## src/rtl/bie_params.svh

```systemverilog
`ifndef BIE_PARAMS_SVH
`define BIE_PARAMS_SVH

// ==========================================
// opcode patterns and field positions
`define BIE_OP_JUMP_MASK 14'h3_800
`define BIE_OP_JUMP_VAL 14'h2_800
`define BIE_OP_INC_MASK 14'h3_F00
`define BIE_OP_INCSKIP_VAL 14'h0_F00
`define BIE_OP_INCREG_VAL 14'h0_A00
`define BIE_DEST_BIT 7
`define BIE_LATCH_HI 4
`define BIE_LATCH_LO 3
`define BIE_JUMP_CYCLES 2
`define BIE_NOP_WORD 14'h0_000

`endif

```

## src/rtl/bie_pkg.sv

```systemverilog
package bie_pkg;
    typedef enum logic [1:0] {
        BIE_OP_NONE,
        BIE_OP_JUMP,
        BIE_OP_INCSKIP,
        BIE_OP_INCREG
    } bie_op_e;
    typedef logic [13:0] bie_word_t;
    typedef logic [12:0] bie_pc_t;
endpackage : bie_pkg

```

## src/rtl/bie_decode.sv

```systemverilog
`timescale 1ns/1ps
`include "bie_params.svh"

// ==========================================
// opcode classification
module bie_decode (
    // instruction word
    input wire bie_pkg::bie_word_t instrWord,
    // decoded class
    output bie_pkg::bie_op_e opClass
);
    import bie_pkg::*;

    // pattern match on the opcode bits only
    always_comb begin
        if ((instrWord & `BIE_OP_JUMP_MASK) == `BIE_OP_JUMP_VAL) begin
            opClass = BIE_OP_JUMP;
        end else if ((instrWord & `BIE_OP_INC_MASK) == `BIE_OP_INCSKIP_VAL) begin
            opClass = BIE_OP_INCSKIP;
        end else if ((instrWord & `BIE_OP_INC_MASK) == `BIE_OP_INCREG_VAL) begin
            opClass = BIE_OP_INCREG;
        end else begin
            opClass = BIE_OP_NONE;
        end
    end
endmodule : bie_decode

```

## src/rtl/bie_exec.sv

```systemverilog
// Operation
// - A jump loads its 11-bit immediate into program counter bits 10 to 0.
// - A jump copies upper page latch bits 4 and 3 into program counter bits 12 and 11.
// - A jump is one word and takes two instruction cycles.
// - Increment-and-skip adds one to the register and writes accumulator or register by d.
// - A zero increment-and-skip result discards the already fetched next instruction.
// - The discarded slot runs as a no-operation, so the skip costs two cycles.
// - Plain increment adds one in one cycle and stores by the destination bit.
`timescale 1ns/1ps
`include "bie_params.svh"

module bie_exec (
    // clock and reset
    input wire logic clk,
    input wire logic reset,
    // instruction issue from fetch
    input wire logic instrValid,
    input wire bie_pkg::bie_word_t instrWord,
    // machine state from the core
    input wire logic [7:0] upperPageLatch,
    input wire logic [7:0] fileReadData,
    input wire logic zeroFlagIn,
    // file register access (address is combinational from the word)
    output logic [6:0] fileAddr,
    // results, all registered
    output logic pcLoad,
    output bie_pkg::bie_pc_t pcValue,
    output logic accWrite,
    output logic fileWrite,
    output logic [6:0] fileWriteAddr,
    output logic [7:0] resultData,
    output logic zeroWrite,
    output logic zeroFlagOut,
    output logic flushFetch,
    output logic busy
);
    import bie_pkg::*;

    // the file address leaves combinationally so the read returns this cycle
    assign fileAddr = instrWord[6:0];

    bie_op_e opClass;
    bie_decode u_decode (
        .instrWord(instrWord),
        .opClass(opClass)
    );

    // ==========================================
    // sequencing state
    typedef enum logic [1:0] {
        BIE_ST_ISSUE,
        BIE_ST_JUMP_WAIT,
        BIE_ST_NOP_SLOT
    } bie_state_e;

    bie_state_e state_ff, nxt_state;
    logic pcLoad_ff, nxt_pcLoad;
    bie_pc_t pcValue_ff, nxt_pcValue;
    logic accWrite_ff, nxt_accWrite;
    logic fileWrite_ff, nxt_fileWrite;
    logic [6:0] fileWriteAddr_ff, nxt_fileWriteAddr;
    logic [7:0] resultData_ff, nxt_resultData;
    logic zeroWrite_ff, nxt_zeroWrite;
    logic zeroFlag_ff, nxt_zeroFlag;
    logic flush_ff, nxt_flush;
    logic busy_ff, nxt_busy;
    logic [7:0] incResult;
    logic toFile;

    // 8-bit add wraps naturally from 0xFF to 0x00
    assign incResult = fileReadData + 8'h01;
    assign toFile = instrWord[`BIE_DEST_BIT];

    // next-state and result computation
    always_comb begin
        nxt_state = state_ff;
        nxt_pcLoad = 1'b0;
        nxt_pcValue = pcValue_ff;
        nxt_accWrite = 1'b0;
        nxt_fileWrite = 1'b0;
        nxt_fileWriteAddr = fileWriteAddr_ff;
        nxt_resultData = resultData_ff;
        nxt_zeroWrite = 1'b0;
        nxt_zeroFlag = zeroFlag_ff;
        nxt_flush = 1'b0;
        nxt_busy = 1'b0;
        unique case (state_ff)
            BIE_ST_ISSUE: begin
                if (instrValid) begin
                    unique case (opClass)
                        BIE_OP_JUMP: begin
                            nxt_pcValue[10:0] = instrWord[10:0];
                            nxt_pcValue[12:11] =
                                upperPageLatch[`BIE_LATCH_HI:`BIE_LATCH_LO];
                            nxt_pcLoad = 1'b1;
                            nxt_flush = 1'b1;
                            nxt_busy = 1'b1;
                            nxt_state = BIE_ST_JUMP_WAIT;
                        end
                        BIE_OP_INCSKIP: begin
                            nxt_resultData = incResult;
                            nxt_fileWriteAddr = instrWord[6:0];
                            nxt_fileWrite = toFile;
                            nxt_accWrite = !toFile;
                            if (incResult == 8'h00) begin
                                nxt_flush = 1'b1;
                                nxt_busy = 1'b1;
                                nxt_state = BIE_ST_NOP_SLOT;
                            end
                        end
                        BIE_OP_INCREG: begin
                            nxt_resultData = incResult;
                            nxt_fileWriteAddr = instrWord[6:0];
                            nxt_fileWrite = toFile;
                            nxt_accWrite = !toFile;
                            nxt_zeroWrite = 1'b1;
                            nxt_zeroFlag = (incResult == 8'h00);
                        end
                        BIE_OP_NONE: begin
                            // other instructions belong to other units
                            nxt_zeroFlag = zeroFlagIn;
                        end
                    endcase
                end
            end
            BIE_ST_JUMP_WAIT: begin
                // fetch refills from the new target during this slot
                nxt_state = BIE_ST_ISSUE;
            end
            BIE_ST_NOP_SLOT: begin
                nxt_state = BIE_ST_ISSUE;
            end
        endcase
    end

    // register stage
    always_ff @(posedge clk) begin
        if (reset) begin
            state_ff <= BIE_ST_ISSUE;
            pcLoad_ff <= 1'b0;
            pcValue_ff <= 13'h0_000;
            accWrite_ff <= 1'b0;
            fileWrite_ff <= 1'b0;
            fileWriteAddr_ff <= 7'h00;
            resultData_ff <= 8'h00;
            zeroWrite_ff <= 1'b0;
            zeroFlag_ff <= 1'b0;
            flush_ff <= 1'b0;
            busy_ff <= 1'b0;
        end else begin
            state_ff <= nxt_state;
            pcLoad_ff <= nxt_pcLoad;
            pcValue_ff <= nxt_pcValue;
            accWrite_ff <= nxt_accWrite;
            fileWrite_ff <= nxt_fileWrite;
            fileWriteAddr_ff <= nxt_fileWriteAddr;
            resultData_ff <= nxt_resultData;
            zeroWrite_ff <= nxt_zeroWrite;
            zeroFlag_ff <= nxt_zeroFlag;
            flush_ff <= nxt_flush;
            busy_ff <= nxt_busy;
        end
    end

    assign pcLoad = pcLoad_ff;
    assign pcValue = pcValue_ff;
    assign accWrite = accWrite_ff;
    assign fileWrite = fileWrite_ff;
    assign fileWriteAddr = fileWriteAddr_ff;
    assign resultData = resultData_ff;
    assign zeroWrite = zeroWrite_ff;
    assign zeroFlagOut = zeroFlag_ff;
    assign flushFetch = flush_ff;
    assign busy = busy_ff;

    // ==========================================
    // assertions
    wire issueJump = instrValid && state_ff == BIE_ST_ISSUE && opClass == BIE_OP_JUMP;
    wire issueSkip = instrValid && state_ff == BIE_ST_ISSUE && opClass == BIE_OP_INCSKIP;
    wire issueInc = instrValid && state_ff == BIE_ST_ISSUE && opClass == BIE_OP_INCREG;
endmodule : bie_exec

```

## config.mk

```make
export PLATFORM = sky130hd
export DESIGN_NAME = bie_exec
export DESIGN_NICKNAME = d
export VERILOG_FILES = /design/src/rtl/bie_pkg.sv /design/src/rtl/bie_decode.sv /design/src/rtl/bie_exec.sv
export VERILOG_INCLUDE_DIRS = /design/src /design/src/rtl
export SDC_FILE = /design/constraint.sdc
export NUM_CORES = 1
export LEC_CHECK = 0
export BUFFER_PORTS_ARGS = -buffer_cell sky130_fd_sc_hd__buf_2
export CELL_PAD_IN_SITES_DETAIL_PLACEMENT = 0
export CELL_PAD_IN_SITES_GLOBAL_PLACEMENT = 2
export CORE_UTILIZATION = 24
export CTS_CLUSTER_SIZE = 10
export DETAILED_ROUTE_END_ITERATION = 12
export PLACE_DENSITY_LB_ADDON = 0.1
export SLEW_MARGIN = 20
export SYNTH_ARGS = -nofsm -noshare
export SYNTH_HDL_FRONTEND = slang
export SYNTH_HIERARCHICAL = 1
export SYNTH_SLANG_ARGS = --single-unit
```

## constraint.sdc

```tcl
create_clock -name clk -period 2.7 [get_ports clk]
set_clock_uncertainty 0.2 [all_clocks]
set_input_delay 0.27 -clock clk [delete_from_list [all_inputs] [get_ports clk]]
set_output_delay 0.27 -clock clk [all_outputs]
set_load 0.005 [all_outputs]
```

# Word-level counts from Yosys, hierarchy flattened

Cells that the tools add are included.

Flip-flop bits (word level): 36
Output and inout port bits: 42

$add $sub $neg: 1
Equality and inequality tests: 11
Muxes and demuxes: 12
Bitwise gates (word level): 3
Reduce and logical (&&, ||, !) cells: 13

Operators with widths:

| operator              | number |
|---|---|
| $eq A6 B4 Y1 const B  | 2 |
| $reduce_and A3 Y1     | 4 |
| $mux W2               | 5 |
| $add A8 B1 Y8 const B | 1 |
| $logic_not A8 Y1      | 1 |
| $pmux W2 S2           | 2 |
| $eq A2 B2 Y1 const B  | 3 |
| $eq A2 B1 Y1 const B  | 2 |
| $logic_not A2 Y1      | 2 |
| $pmux W1 S2           | 2 |
| $reduce_or A2 Y1      | 2 |
| $reduce_or A4 Y1      | 1 |
| $eq A3 B3 Y1 const B  | 1 |
| $mux W1               | 3 |
| $ne A3 B1 Y1 const B  | 1 |
| $ne A3 B3 Y1 const B  | 1 |
| $not A1 Y1            | 3 |
| $reduce_or A3 Y1      | 1 |
| $ne A2 B2 Y1 const B  | 1 |
| $reduce_bool A2 Y1    | 1 |
| $logic_not A1 Y1      | 1 |

# Longest topological paths before layout

Gate-level depths: netlist of run 1.

Word-level depth: 8
Gate-level depth with buffers: 9
Mapped depth without buffers: 9

# Modules after synthesis

Netlist of run 1, hierarchy kept.

By module, submodules not included:

| module     | times used | cells each | area an instance (µm²) | sequential area each (µm²) |
|---|---|---|---|---|
| bie_exec   | 1          | 192        | 1,572.8                | 720.7 |
| bie_decode | 1          | 6          | 41.3                   | 0.0 |

# Worst setup path after synthesis of run 1

No wires, ideal clock.

Path kind: input-to-reg
Start: input instrWord[12]
End: register resultData_ff[2], in the netlist resultData[2]
Arrival: 1,905 ps
Data required time: 2,414 ps
Slack: 510 ps
Cell stages on the path: 8
Buffers on the path: 1
Path through: nand2b_1 nor4b_1 ha_1 nor2_1 nor2_1 clkbuf_1 nor2_1 a211oi_1

Word-level cells in the longest chain between the ends: 7

Ends and longest elaborated chain:

| item                                   | RTL line         | source |
|---|---|---|
| start, declared                        | bie_exec.sv:18   | `input wire bie_pkg::bie_word_t instrWord,` |
| $eq A6 B4 Y1 (no source line)          | -                |  |
| $mux W2                                | bie_decode.sv:20 | `` end else if ((instrWord & `BIE_OP_INC_MASK) == `BIE_OP_INCREG_VAL) begin `` |
| $mux W2                                | bie_decode.sv:18 | `` end else if ((instrWord & `BIE_OP_INC_MASK) == `BIE_OP_INCSKIP_VAL) begin `` |
| $mux W2 (*)                            | bie_decode.sv:16 | `` if ((instrWord & `BIE_OP_JUMP_MASK) == `BIE_OP_JUMP_VAL) begin `` |
| via opClass[1]                         | bie_exec.sv:42   | `bie_op_e opClass;` |
| $eq A2 B2 Y1                           | bie_exec.sv:90   | `unique case (opClass)` |
| $reduce_or A2 Y1 (no source line) (*)  | -                |  |
| $reduce_and A3 Y1 (no source line) (*) | -                |  |
| end signal, assigned                   | bie_exec.sv:157  | `resultData_ff <= nxt_resultData;` |
| end, declared                          | bie_exec.sv:62   | `logic [7:0] resultData_ff, nxt_resultData;` |

The timed path passes the listed nets; every way through them passes the cells marked *.
A chain may end at the register's enable or synchronous reset.

# Worst setup path after layout of run 1

Start: input instrWord[12]
End: register resultData_ff[3], in the netlist resultData[3]

The elaborated chain is that of the path after synthesis.

==> results of run 1 <==
==> cell usage after synthesis (all sizes together), types with 2 or more instances <==
master | count | area [um^2]
nand2 | 48 | 180
dfxtp | 36 | 721
a21oi | 24 | 120
nor2 | 16 | 60.1
clkbuf | 9 | 33.8
buf | 8 | 60.1
a211oi | 7 | 52.6
ha | 6 | 75.1
inv | 5 | 18.8
nand3 | 5 | 30.0
xor2 | 5 | 43.8
nand2b | 3 | 18.8
nor3 | 3 | 15.0
nor3b | 3 | 22.5
a311oi | 2 | 17.5
and3 | 2 | 13.8
or3 | 2 | 12.5
xnor2 | 2 | 17.5
==> routing by layer <==
metal  GRT usage (%)  part of all wire, %  vias to the layer above
met3            5.24                  6.5                        5
met1            16.1                   49                      677
met4            3.76                 0.93                        0
met5               0                    0                        -
li1                -                    -                      795
met2            19.4                   44                       43
==> kinds of logic (layout without fill, tap and decap cells) <==
family,Yosys count,after routing,share of synthesized area [%]
AO/OA/AOI/OAI,41,41,16.2
flip-flops,36,36,44.7
AND/OR/NAND/NOR,86,86,23.7
adder cells (fa/ha/maj),6,6,4.65
buffers and inverters,22,90,6.98
XOR/XNOR,7,7,3.80
==> sequential cells by signal, indices dropped and copies added (netlist names), 2 cells and up <==
name,count
pcValue,13
resultData,8
fileWriteAddr,7
state_ff,2
==> worst paths after layout <==
| path | cells past startpoint | end | start |
|---|---|---|---|
| min reg2reg | 2 | pcValue[11] | pcValue[11] |
| min | 3 | pcValue[11] | upperPageLatch[3] |
| max reg2reg | 7 | resultData[3] | state_ff[0] |
| max | 10 | resultData[3] | instrWord[12] |
==> area by class of cell <==
| cell class | instances | share of cell area (%) |
|---|---|---|
| multi-input cells | 140 | 36.3 |
| flip-flops and latches | 36 | 33.5 |
| repair buffers | 77 | 19.6 |
| well taps | 77 | 4.48 |
| clock buffers | 5 | 3.20 |
| clock inverters | 3 | 1.98 |
| inverters | 5 | 0.874 |
==> placed cells by master, fill, tap and decap left out <==
cell type and count:
sky130_fd_sc_hd__clkinv_2 1, sky130_fd_sc_hd__nand3_1 4, sky130_fd_sc_hd__o31a_2 1, sky130_fd_sc_hd__dlygate4sd3_1 1, sky130_fd_sc_hd__buf_2 69, sky130_fd_sc_hd__buf_12 1
sky130_fd_sc_hd__nor3_1 3, sky130_fd_sc_hd__or3_1 2, sky130_fd_sc_hd__o22a_1 1, sky130_fd_sc_hd__o21ai_0 1, sky130_fd_sc_hd__buf_4 6, sky130_fd_sc_hd__ha_1 6
sky130_fd_sc_hd__nor2_1 16, sky130_fd_sc_hd__clkbuf_8 5, sky130_fd_sc_hd__nand3_2 1, sky130_fd_sc_hd__nand2_1 48, sky130_fd_sc_hd__a31o_1 1, sky130_fd_sc_hd__a211oi_1 7
sky130_fd_sc_hd__a2111oi_2 1, sky130_fd_sc_hd__inv_1 5, sky130_fd_sc_hd__and3_2 1, sky130_fd_sc_hd__xnor2_1 2, sky130_fd_sc_hd__a21oi_1 24, sky130_fd_sc_hd__o211a_1 1
sky130_fd_sc_hd__xor2_1 5, sky130_fd_sc_hd__a31oi_1 1, sky130_fd_sc_hd__nor3b_1 3, sky130_fd_sc_hd__nand2b_1 3, sky130_fd_sc_hd__or2_2 1, sky130_fd_sc_hd__and3_1 1
sky130_fd_sc_hd__and2_1 1, sky130_fd_sc_hd__bufinv_16 1, sky130_fd_sc_hd__clkinvlp_4 1, sky130_fd_sc_hd__a311oi_1 2, sky130_fd_sc_hd__or3b_1 1, sky130_fd_sc_hd__dfxtp_1 36
sky130_fd_sc_hd__nor4b_1 1, sky130_fd_sc_hd__o211ai_1 1
==> power groups by stage <==
stage	sequential [W]	combinational, W	clock, W
global route	0.000577	0.000269	0.000514
global placement	0.000586	0.000246	0
CTS	0.000574	0.000244	0.000494
floorplan	0.000587	0.000155	0
finish	0.000573	0.000239	0.000474
detailed placement	0.000587	0.000242	0
==> worst max-delay path: stages <==
cell	delay, ps
sky130_fd_sc_hd__buf_2	90
sky130_fd_sc_hd__nand2b_1	150
sky130_fd_sc_hd__nor4b_1	310
sky130_fd_sc_hd__buf_4	180
sky130_fd_sc_hd__ha_1	160
sky130_fd_sc_hd__nor2_1	70
sky130_fd_sc_hd__nor2_1	500
sky130_fd_sc_hd__buf_12	220
sky130_fd_sc_hd__nor2_1	40
sky130_fd_sc_hd__a211oi_1	240
==> metrics by stage <==
stage	util [%]	total power [W]	hold WS, ps	instances
6_report	33.5	0.00129	14.5	343
5_1_grt	33.5	0.00136	1.97	343
4_1_cts	33.5	0.00131	0.850	343
3_5_place_dp	31.6	0.000828	248	334
3_3_place_gp	31.6	0.000831	241	334
2_1_floorplan	-	0.000741	149	198
==> implementation parameters, run 1 <==
Parameter                              Value

Drt
  Drt total wl    between 4 and 5 mm
  Post-route DRC violation count    6
  Starting DRT DRC Count    62
  Drt pass-1 iters    11
  Detail Route Antenna Nets    0
  Vias per Instance    ~4.4
  Wirelength per Cell    12.5 um
  Vias    approximately 1.5k

Power and ir drop
  Relative contribution of sequential cells to total power    44.6%
  Static power due to leakage    0.948 nW
  Worst VDD drop    185 uV
  Fraction of power consumed by combinational cells    18.6%
  Portion of total power attributed to the clock network    between 30% and 40%
  Cell internal power dissipation    0.000941 W
  PwrDens    599 mW/mm^2
  Net load switching power    0.000345 W
  Sw Share    26.8%

Setup path
  Data arrival, critical path    roughly 2200 ps
  Critical-path maximum fanout    16
  Worst reg-to-reg setup slack    about 600 ps
  Element type at the critical path end    flop
  Crit start category    input port
  Required time reported for the critical path endpoint    2690 ps
  Crit path kind    input port to flop

STA
  Final-report hold violation count    0
  Post-route minimum period    2240 ps
  Setup total negative slack    0 ps
  Count of final setup violators    0
  Post-route fraction of the period consumed by the critical path    between 80% and 90%
  Worst max-slew margin expressed relative to the limit    56.9%
  Peak clock frequency supported by timing    447 MHz
  Max-slew violations    0
  Worst-Margin Slew    644 ps
  Setup slack of the critical path after layout    approximately 460 ps
  RSZ-0062 raised after global routing    no

GRT
  Aggregate global-route resource usage    12.6%
  Maximum number of pins on one net before global-route repair    21
  Antenna violations before repair    0
  Global-route wire length before repair    6.84 mm
  Vias in the first global route    1384
  Final global-route overflow total    0

Yosys
  EDFF count, synth    0
  Post-Synthesis Cells    a little under 200
  Number of register bits inferred by synthesis    36
  Post-synthesis async set-or-reset flop share    0%
  Avg Inst Size Synth    8.15 um^2
  Syn nets    between 200 and 250
  YS warnings    6
  Synth unique cells    32
  Area of the mapped netlist    0.00161 mm^2
  Register area share after synthesis    44.7%
  Dominant register cell in the synthesized netlist    sky130_fd_sc_hd__dfxtp_1

Floorplan
  Die height    around 84 um
  FP Rows    29
  Core Footprint    0.00642 mm^2
  Chip width    between 80 and 90 um
  Starting utilization of the core area    25.1%
  Die outline area    0.00706 mm^2
  Count of pins on the block boundary    76

Clock network
  H-tree Lvls    2
  Latest clock arrival within the worst-skew pair    290 ps
  Clock transition at the registers of the reported paths    ~80 ps
  Buffer cell driving the clock tree root    sky130_fd_sc_hd__clkbuf_8
  Count of instances resized after the clock tree is built    0
  Maximum buffer depth of the clock tree    2
  Clock tree from TritonCTS    yes
  Buffer count from post-CTS setup fixing    0
  Number of buffers added by the clock tree synthesis step    5
  Number of sinks handled by clock tree synthesis    36
  Count of hold buffers inserted by post-cts repair    1

Finish
  Area growth from synthesis to final layout    33.1%
  Sequential cell area    721 um^2
  Area of combinational cells with multiple inputs    781 um^2
  Inserted Diodes    0
  Final-layout fill cell count    717
  Final cell area excluding filler cells    0.00215 mm^2
  Total Nets Final    305
  Fraction of layout cells with a size suffix above 1    33.5%

Hold path
  Worst min-delay path class    input port to flop

Placed design
  Last weighted congestion value of the routability-driven placer    between 0.7 and 0.8
  Cell Area, Placed    around 0.002 mm^2
  HPWL after detailed placement    3.16 mm
  Worst slack at placement    approximately 170 ps
  Number of buffer cells added on primary ports    69

Outcome
  Violations in the final reports    DRC
  Run status    finished, violations left

Flow run
  Max_cap viols    0
Note: power is estimated with default switching activity, not from simulation.
==> inputs of run 2 (changes only) <==
ABC_AREA = 1   (was unset)
clock period = 2.2 ns   (was 2.7 ns; I/O delays follow)
==> run 2 against run 1 <==
The run now ends clean; critical path type unchanged; power increased by 27%; via count increased by 9.1%; sequential share of layout area decreased by 2.1 points; highest routed layer unchanged; die area increased by 4.2%.
==> implementation parameters, run 2 <==
Parameter                              Value

Outcome
  Run status    finished clean

Hold path
  Worst hold path endpoint    fileWriteAddr[3]
  Worst min-delay path class    input port to flop
  Count of cells along the worst hold path    3 (unchanged)
  Launch point of the worst hold path    instrWord[3]

Setup path
  Critical-path maximum fanout    4 (-12)
  Required time reported for the critical path endpoint    2180 ps (-510 ps)
  Critical path buffer and inverter count    2 (-1)
  Number of cells on the critical path    13 (+3)
  Data arrival, critical path    1990 ps (-240 ps)
  Cells traversed along the worst timing path    dlygate4sd3_1 -> buf_2 -> ha_1 -> nand2_1 -> nor2_1 -> nand2_1 -> nand2_1 -> nor2_2 -> nand4_2 -> nand2_2 -> nand3_1 -> nand2_1 -> nor2_1
  Critical path's slowest cell    sky130_fd_sc_hd__dlygate4sd3_1
  Cell occurring most often along the worst timing path    sky130_fd_sc_hd__nand2_1
  Reg-to-reg critical path endpoint    pcValue[8]
  Crit start category    input port
  Critical R2R Launch    state_ff[0]
  Slowest stage delay, CP    530 ps (+30 ps)
  Element type at the critical path end    flop
  Worst reg-to-reg setup slack    440 ps (-150 ps)
  Worst Reg-to-Reg Cells    8 (+1)
  Largest delay contributor family on the critical path    simple AND/OR/NAND/NOR gates
  Crit path kind    input port to flop

Finish
  Inserted Diodes    0 (unchanged)
  Flip-flop count of the largest register, all copies and words added    13 (unchanged)
  Total Nets Final    345 (+13%)
  Fraction of layout cells with a size suffix above 1    31.7% (-1.8 points)
  Final cell area excluding filler cells    0.00229 mm^2 (+6.8%)
  Final-layout fill cell count    778 (+8.5%)
  Commonest cells after routing, fill and taps aside    sky130_fd_sc_hd__buf_2, sky130_fd_sc_hd__nand2_1, sky130_fd_sc_hd__nor2_1
  Most common library cell in the layout ignoring fill and taps    sky130_fd_sc_hd__buf_2
  Area growth from synthesis to final layout    36.3%

Drt
  Post-route DRC violation count    0 (-6)
  Wirelength per Cell    11.3 um (-9.5%)
  Met2 wirelength from detailed routing    2.07 mm (+11%)
  Highest layer used for signal routing    met4
  Starting DRT DRC Count    49 (-21%)
  Vias per Instance    4.13 (-6.9%)
  Drt pass-1 iters    4 (-7)
  Vias    1659 (+9.1%)
  Routed length on met3    231 um (-17%)
  Detail Route Antenna Nets    0 (unchanged)
  M1 wire length    2.22 mm (+5.7%)
  Drt total wl    4.55 mm (+6.1%)

Yosys
  Number of register bits inferred by synthesis    36 (unchanged)
  Synth area leader    sky130_fd_sc_hd__dfxtp_1
  Syn nets    273 (+15%)
  Avg Inst Size Synth    7.22 um^2 (-11%)
  Synth top cells by count    sky130_fd_sc_hd__nand2_1, sky130_fd_sc_hd__nor2_1, sky130_fd_sc_hd__dfxtp_1
  Area of the mapped netlist    0.00168 mm^2 (+4.3%)
  Synth unique cells    27 (-16%)
  Post-synthesis async set-or-reset flop share    0% (unchanged)
  Post-Synthesis Cells    233 (+18%)
  YS warnings    6 (unchanged)
  Register area share after synthesis    42.8% (-1.8 points)
  Cell types with the largest area share after synthesis    sky130_fd_sc_hd__dfxtp_1, sky130_fd_sc_hd__nand2_1, sky130_fd_sc_hd__nor2_1, sky130_fd_sc_hd__nand3_1, sky130_fd_sc_hd__a21oi_1
  EDFF count, synth    0 (unchanged)
  Dominant register cell in the synthesized netlist    sky130_fd_sc_hd__dfxtp_1
  Most common cell in the synthesized netlist    sky130_fd_sc_hd__nand2_1
  Post-synth top area share    42.8% (-1.8 points)

STA
  Post-route minimum period    2010 ps
  Post-route fraction of the period consumed by the critical path    91.3%
  Max-slew violations    0 (unchanged)
  Setup total negative slack    0 ps (unchanged)
  Count of final setup violators    0 (unchanged)
  Worst max-slew margin expressed relative to the limit    80.8% (+24 points)
  RSZ-0062 raised after global routing    no
  Worst-Margin Slew    288 ps (-356 ps)
  Setup slack of the critical path after layout    190 ps (-274 ps)
  Final-report hold violation count    0 (unchanged)
  Peak clock frequency supported by timing    about 500 MHz

Clock network
  Number of buffers added by the clock tree synthesis step    5 (unchanged)
  Maximum buffer depth of the clock tree    2 (unchanged)
  Clock transition at the registers of the reported paths    70 ps (about the same)
  Buffer count from post-CTS setup fixing    0 (unchanged)
  Latest clock arrival within the worst-skew pair    280 ps (about the same)
  Number of sinks handled by clock tree synthesis    36 (unchanged)
  Buffer cell driving the clock tree root    sky130_fd_sc_hd__clkbuf_8
  Clock tree from TritonCTS    yes
  H-tree Lvls    2 (unchanged)

GRT
  Antenna violations before repair    0 (unchanged)
  Final global-route overflow total    0 (unchanged)
  Vias in the first global route    1576 (+14%)
  Aggregate global-route resource usage    13.2% (+0.56 points)
  Global-route wire length before repair    7.52 mm (+9.9%)
  Maximum number of pins on one net before global-route repair    19 (-9.5%)

Floorplan
  Die height    85.7 um (+2.1%)
  Count of pins on the block boundary    76 (unchanged)
  Chip width    85.7 um (+2.1%)
  FP Rows    30 (+3.4%)
  Die outline area    0.00735 mm^2 (+4.2%)
  Core Footprint    0.00679 mm^2 (+5.8%)
  Starting utilization of the core area    24.8% (-0.36 points)

Placed design
  Last weighted congestion value of the routability-driven placer    0.715 (+2.1%)
  Worst slack at placement    185 ps (+14.4 ps)
  Number of buffer cells added on primary ports    69 (unchanged)
  Cell Area, Placed    0.00211 mm^2 (+3.9%)
  HPWL after detailed placement    3.34 mm (+5.9%)

Power and ir drop
  Static power due to leakage    1.16 nW (+23%)
  PwrDens    714 mW/mm^2 (+19%)
  Worst VDD drop    302 uV (+64%)

Flow run
  Max_cap viols    0 (unchanged)
[run 2: changes by cell type in the layout (fill, tap and decap cells not counted), sizes merged, moves of 5 or more]
cell	delta
o21ai	+14
nand2	-6
a21oi	-5
nor2	+24
dlygate4sd3	+7
xor2	-5
inv	+19
nand3	+17
a211oi	-7
[run 2: how the worst max path moves through the flow]
stage	startpoint	to	slack [ps]
final	fileReadData[0]	state_ff[1]	190
after global routing	fileReadData[0]	state_ff[0]	50
after CTS	fileReadData[0]	state_ff[1]	190
after detailed placement	instrWord[8]	resultData[2]	190
after global placement	instrWord[8]	resultData[2]	210
after floorplan	instrWord[8]	resultData[6]	360
[run 2: what timing repair did]
item                      4_1_cts  5_1_grt
hold endpoints to repair        8        0
hold buffers                    8        0
gates resized for setup         0        0
[run 2: worst min-delay path: stages]
cell and delay [ps]:
sky130_fd_sc_hd__buf_2 110, sky130_fd_sc_hd__nor2_1 50, sky130_fd_sc_hd__nor2_1 80
[run 2: where the power goes]
group          internal (W)  switching, W  total, W
sequential         0.000689     0.0000172  0.000706
clock              0.000336      0.000239  0.000575
combinational      0.000141      0.000216  0.000356
total               0.00117      0.000472   0.00164
[run 2: cell families after synthesis]
logic type      Yosys count  share of synthesized area (%)
compound gates           39                           12.4
fa+ha+maj                 6                           4.46
buf+inv                  41                           11.1
flops                    36                           42.8
simple gates            111                           29.2
[run 2: final cells by class]
class                      count  area, um^2  share of cell area [%]
tap                           96         120                    5.24
clock inverter                 2        35.0                    1.53
clock buffer                   6        72.6                    3.16
multi-input combinational    156         779                    34.0
inverter                      24        90.1                    3.93
timing repair buffer          82         475                    20.7
sequential                    36         721                    31.4
[run 2: per-layer routing]
layer,vias to the layer above,track usage (%)
met2,43,21.4
met3,2,3.66
li1,879,-
met4,0,4.09
met1,735,17.0
met5,-,0
[run 2: metrics by stage]
step                std cells  total power, W  hold slack (ps)  utilization (%)
global placement          386         0.00108              246             31.0
global route              402         0.00174             18.1             33.8
finish                    402         0.00164             6.31             33.8
CTS                       402         0.00168             1.82             33.8
floorplan                 233        0.000955             99.3                -
detailed placement        386         0.00107              253             31.0
==> inputs of run 3 (changes only) <==
CELL_PAD_IN_SITES_DETAIL_PLACEMENT = unset   (was 0)
CELL_PAD_IN_SITES_GLOBAL_PLACEMENT = unset   (was 2)
CORE_MARGIN = 1   (was unset)
CORE_UTILIZATION = 40   (was 24)
HOLD_SLACK_MARGIN = 0.1   (was unset)
PLACE_DENSITY = 0.7   (was unset)
PLACE_DENSITY_LB_ADDON = unset   (was 0.1)
==> run 3 against run 2 <==
Combinational power is 4% higher; non-clock buffer count grew 12; global-route usage increased by 6.9 points; power grew 0.32%; critical endpoint unchanged; largest cell class unchanged; highest routed layer unchanged.
==> implementation parameters, run 3 (synthesis gave the netlist of run 2 again) <==
Parameter                              Value

STA
  Worst max-slew margin expressed relative to the limit    77.7% (-3.0 points)
  Worst-Margin Slew    334 ps (+45.8 ps)
  Setup total negative slack    0 ps (unchanged)
  Max-slew violations    0 (unchanged)
  Setup slack of the critical path after layout    229 ps (+39.1 ps)
  Peak clock frequency supported by timing    507 MHz (+2.0%)
  RSZ-0062 raised after global routing    no
  Post-route fraction of the period consumed by the critical path    89.6% (-1.8 points)
  Post-route minimum period    1970 ps (-39.1 ps)
  Final-report hold violation count    0 (unchanged)
  Count of final setup violators    0 (unchanged)

Clock network
  Clock transition at the registers of the reported paths    70 ps (about the same)
  Number of buffers added by the clock tree synthesis step    5 (unchanged)
  Latest clock arrival within the worst-skew pair    280 ps (about the same)
  Count of instances resized after the clock tree is built    0 (unchanged)
  Buffer count from post-CTS setup fixing    0 (unchanged)
  Maximum buffer depth of the clock tree    2 (unchanged)
  H-tree Lvls    2 (unchanged)
  Number of sinks handled by clock tree synthesis    36 (unchanged)
  Buffer cell driving the clock tree root    sky130_fd_sc_hd__clkbuf_8
  Clock tree from TritonCTS    yes

Outcome
  Run status    finished clean

Floorplan
  Die height    66.9 um (-22%)
  Core Footprint    0.00403 mm^2 (-41%)
  Die outline area    0.00447 mm^2 (-39%)
  Starting utilization of the core area    41.8% (+17 points)
  Count of pins on the block boundary    76 (unchanged)
  Chip width    66.9 um (-22%)
  FP Rows    23 (-23%)

Finish
  Commonest cells after routing, fill and taps aside    sky130_fd_sc_hd__buf_2, sky130_fd_sc_hd__nand2_1, sky130_fd_sc_hd__nor2_1
  Inserted Diodes    0 (unchanged)
  Non-filler instance count after layout    368 (-8.5%)
  Fraction of layout cells with a size suffix above 1    30.2% (-1.5 points)
  Most common library cell in the layout ignoring fill and taps    sky130_fd_sc_hd__buf_2
  Flip-flop count of the largest register, all copies and words added    13 (unchanged)
  Total Nets Final    357 (+3.5%)
  Final-layout fill cell count    370 (-52%)
  Area growth from synthesis to final layout    39.0%

Hold path
  Count of cells along the worst hold path    5 (+2)
  Launch point of the worst hold path    fileReadData[5]
  Worst hold path endpoint    resultData[5]
  Worst min-delay path class    input port to flop

Setup path
  Worst Reg-to-Reg Cells    8 (unchanged)
  Element type at the critical path end    flop
  Worst reg-to-reg setup slack    520 ps (+80 ps)
  Cells traversed along the worst timing path    dlygate4sd3_1 -> buf_2 -> ha_1 -> nand2_1 -> nor2_1 -> nand2_1 -> nand2_1 -> nor2_2 -> nand4_2 -> nand2_2 -> nand3_1 -> nand2_1 -> nor2_1
  Largest delay contributor family on the critical path    simple AND/OR/NAND/NOR gates
  Required time reported for the critical path endpoint    2180 ps (about the same)
  Critical path's slowest cell    sky130_fd_sc_hd__dlygate4sd3_1
  Data arrival, critical path    1950 ps (-40 ps)
  Critical path buffer and inverter count    2 (unchanged)
  Crit start category    input port
  Slowest stage delay, CP    520 ps (about the same)
  Critical R2R Launch    state_ff[0]
  Reg-to-reg critical path endpoint    resultData[2]
  Cell occurring most often along the worst timing path    sky130_fd_sc_hd__nand2_1
  Crit path kind    input port to flop
  Critical-path maximum fanout    4 (unchanged)
  CP startpoint    fileReadData[0]

Power and ir drop
  PwrDens    702 mW/mm^2 (-1.7%)
  Worst VDD drop    389 uV (+29%)
  Static power due to leakage    1.21 nW (+3.8%)

GRT
  Final global-route overflow total    0 (unchanged)
  Antenna violations before repair    0 (unchanged)
  Maximum number of pins on one net before global-route repair    18 (-1)
  Aggregate global-route resource usage    20.1% (+6.9 points)
  Global-route wire length before repair    6.70 mm (-11%)
  Vias in the first global route    1523 (-3.4%)

Placed design
  Worst slack at placement    110 ps (-75.4 ps)
  Cell Count Post-Placement    340 (-12%)
  Number of buffer cells added on primary ports    69 (unchanged)
  HPWL after detailed placement    2.97 mm (-11%)
  Last weighted congestion value of the routability-driven placer    0.798 (+12%)

Drt
  Vias per Instance    4.73 (+15%)
  Drt pass-1 iters    4 (unchanged)
  Wirelength per Cell    11.5 um (+1.6%)
  Detail Route Antenna Nets    0 (unchanged)
  Post-route DRC violation count    0 (unchanged)
  Vias    1739 (+4.8%)
  Starting DRT DRC Count    53 (+8.2%)
  Drt total wl    4.23 mm (-7.0%)

Flow run
  Max_cap viols    0 (unchanged)
[run 3: changes by cell type in the layout (fill, tap and decap cells not counted), sizes merged]
cell         change
dlygate4sd3     +12
[run 3: worst max path at each step]
stage / end / slack (ps) / cells past startpoint
2_1_floorplan: resultData[6] / 360 / 11
3_3_place_gp: resultData[2] / 140 / 11
3_5_place_dp: resultData[7] / 110 / 11
4_1_cts: state_ff[1] / 240 / 13
5_1_grt: state_ff[0] / 50 / 12
6_report: state_ff[1] / 230 / 13
[run 3: power breakdown]
part | total, W | internal [W] | switching, W
Clock | 0.000568 | 0.000336 | 0.000232
Sequential | 0.000705 | 0.000689 | 0.0000162
Combinational | 0.000370 | 0.000152 | 0.000217
Total | 0.00164 | 0.00118 | 0.000466
[run 3: metal layers]
metal	track usage, %	share of wire [%]
met1	24.3	46
met2	33.3	48
met3	6.68	4.9
met4	6.12	1.1
met5	0	0
[run 3: area by class of cell]
type                            instances  area (um^2)  area share (%)
Multi-Input combinational cell        156          776            33.2
Inverter                               24         90.1            3.85
Clock inverter                          2         35.0            1.50
Clock buffer                            6         72.6            3.10
Sequential cell                        36          721            30.8
Timing Repair Buffer                   94          583            24.9
Tap cell                               50         62.6            2.67
[run 3: repair_timing]
action / in CTS / in global routing
hold buffers: 20 / 0
endpoints found under the setup margin: 0 / 0
endpoints found under the hold margin: 27 / 0
[run 3: worst reg2reg max path: stages (launching register included)]
cell	delay [ps]
sky130_fd_sc_hd__dfxtp_1	310
sky130_fd_sc_hd__inv_1	60
sky130_fd_sc_hd__ha_1	170
sky130_fd_sc_hd__nand2_1	100
sky130_fd_sc_hd__a21oi_1	300
sky130_fd_sc_hd__inv_2	190
sky130_fd_sc_hd__nor3_1	170
sky130_fd_sc_hd__a21oi_1	60
sky130_fd_sc_hd__nor2_1	80
[run 3: metrics by stage]
step	hold WS [ps]	total power (W)	cell area [um^2]	util, %
floorplan	99.3	0.000955	1680	-
global placement	237	0.00105	2030	50.4
detailed placement	232	0.00106	2030	50.4
CTS	137	0.00166	2340	58.1
global route	165	0.00174	2340	58.1
finish	147	0.00164	2340	58.1
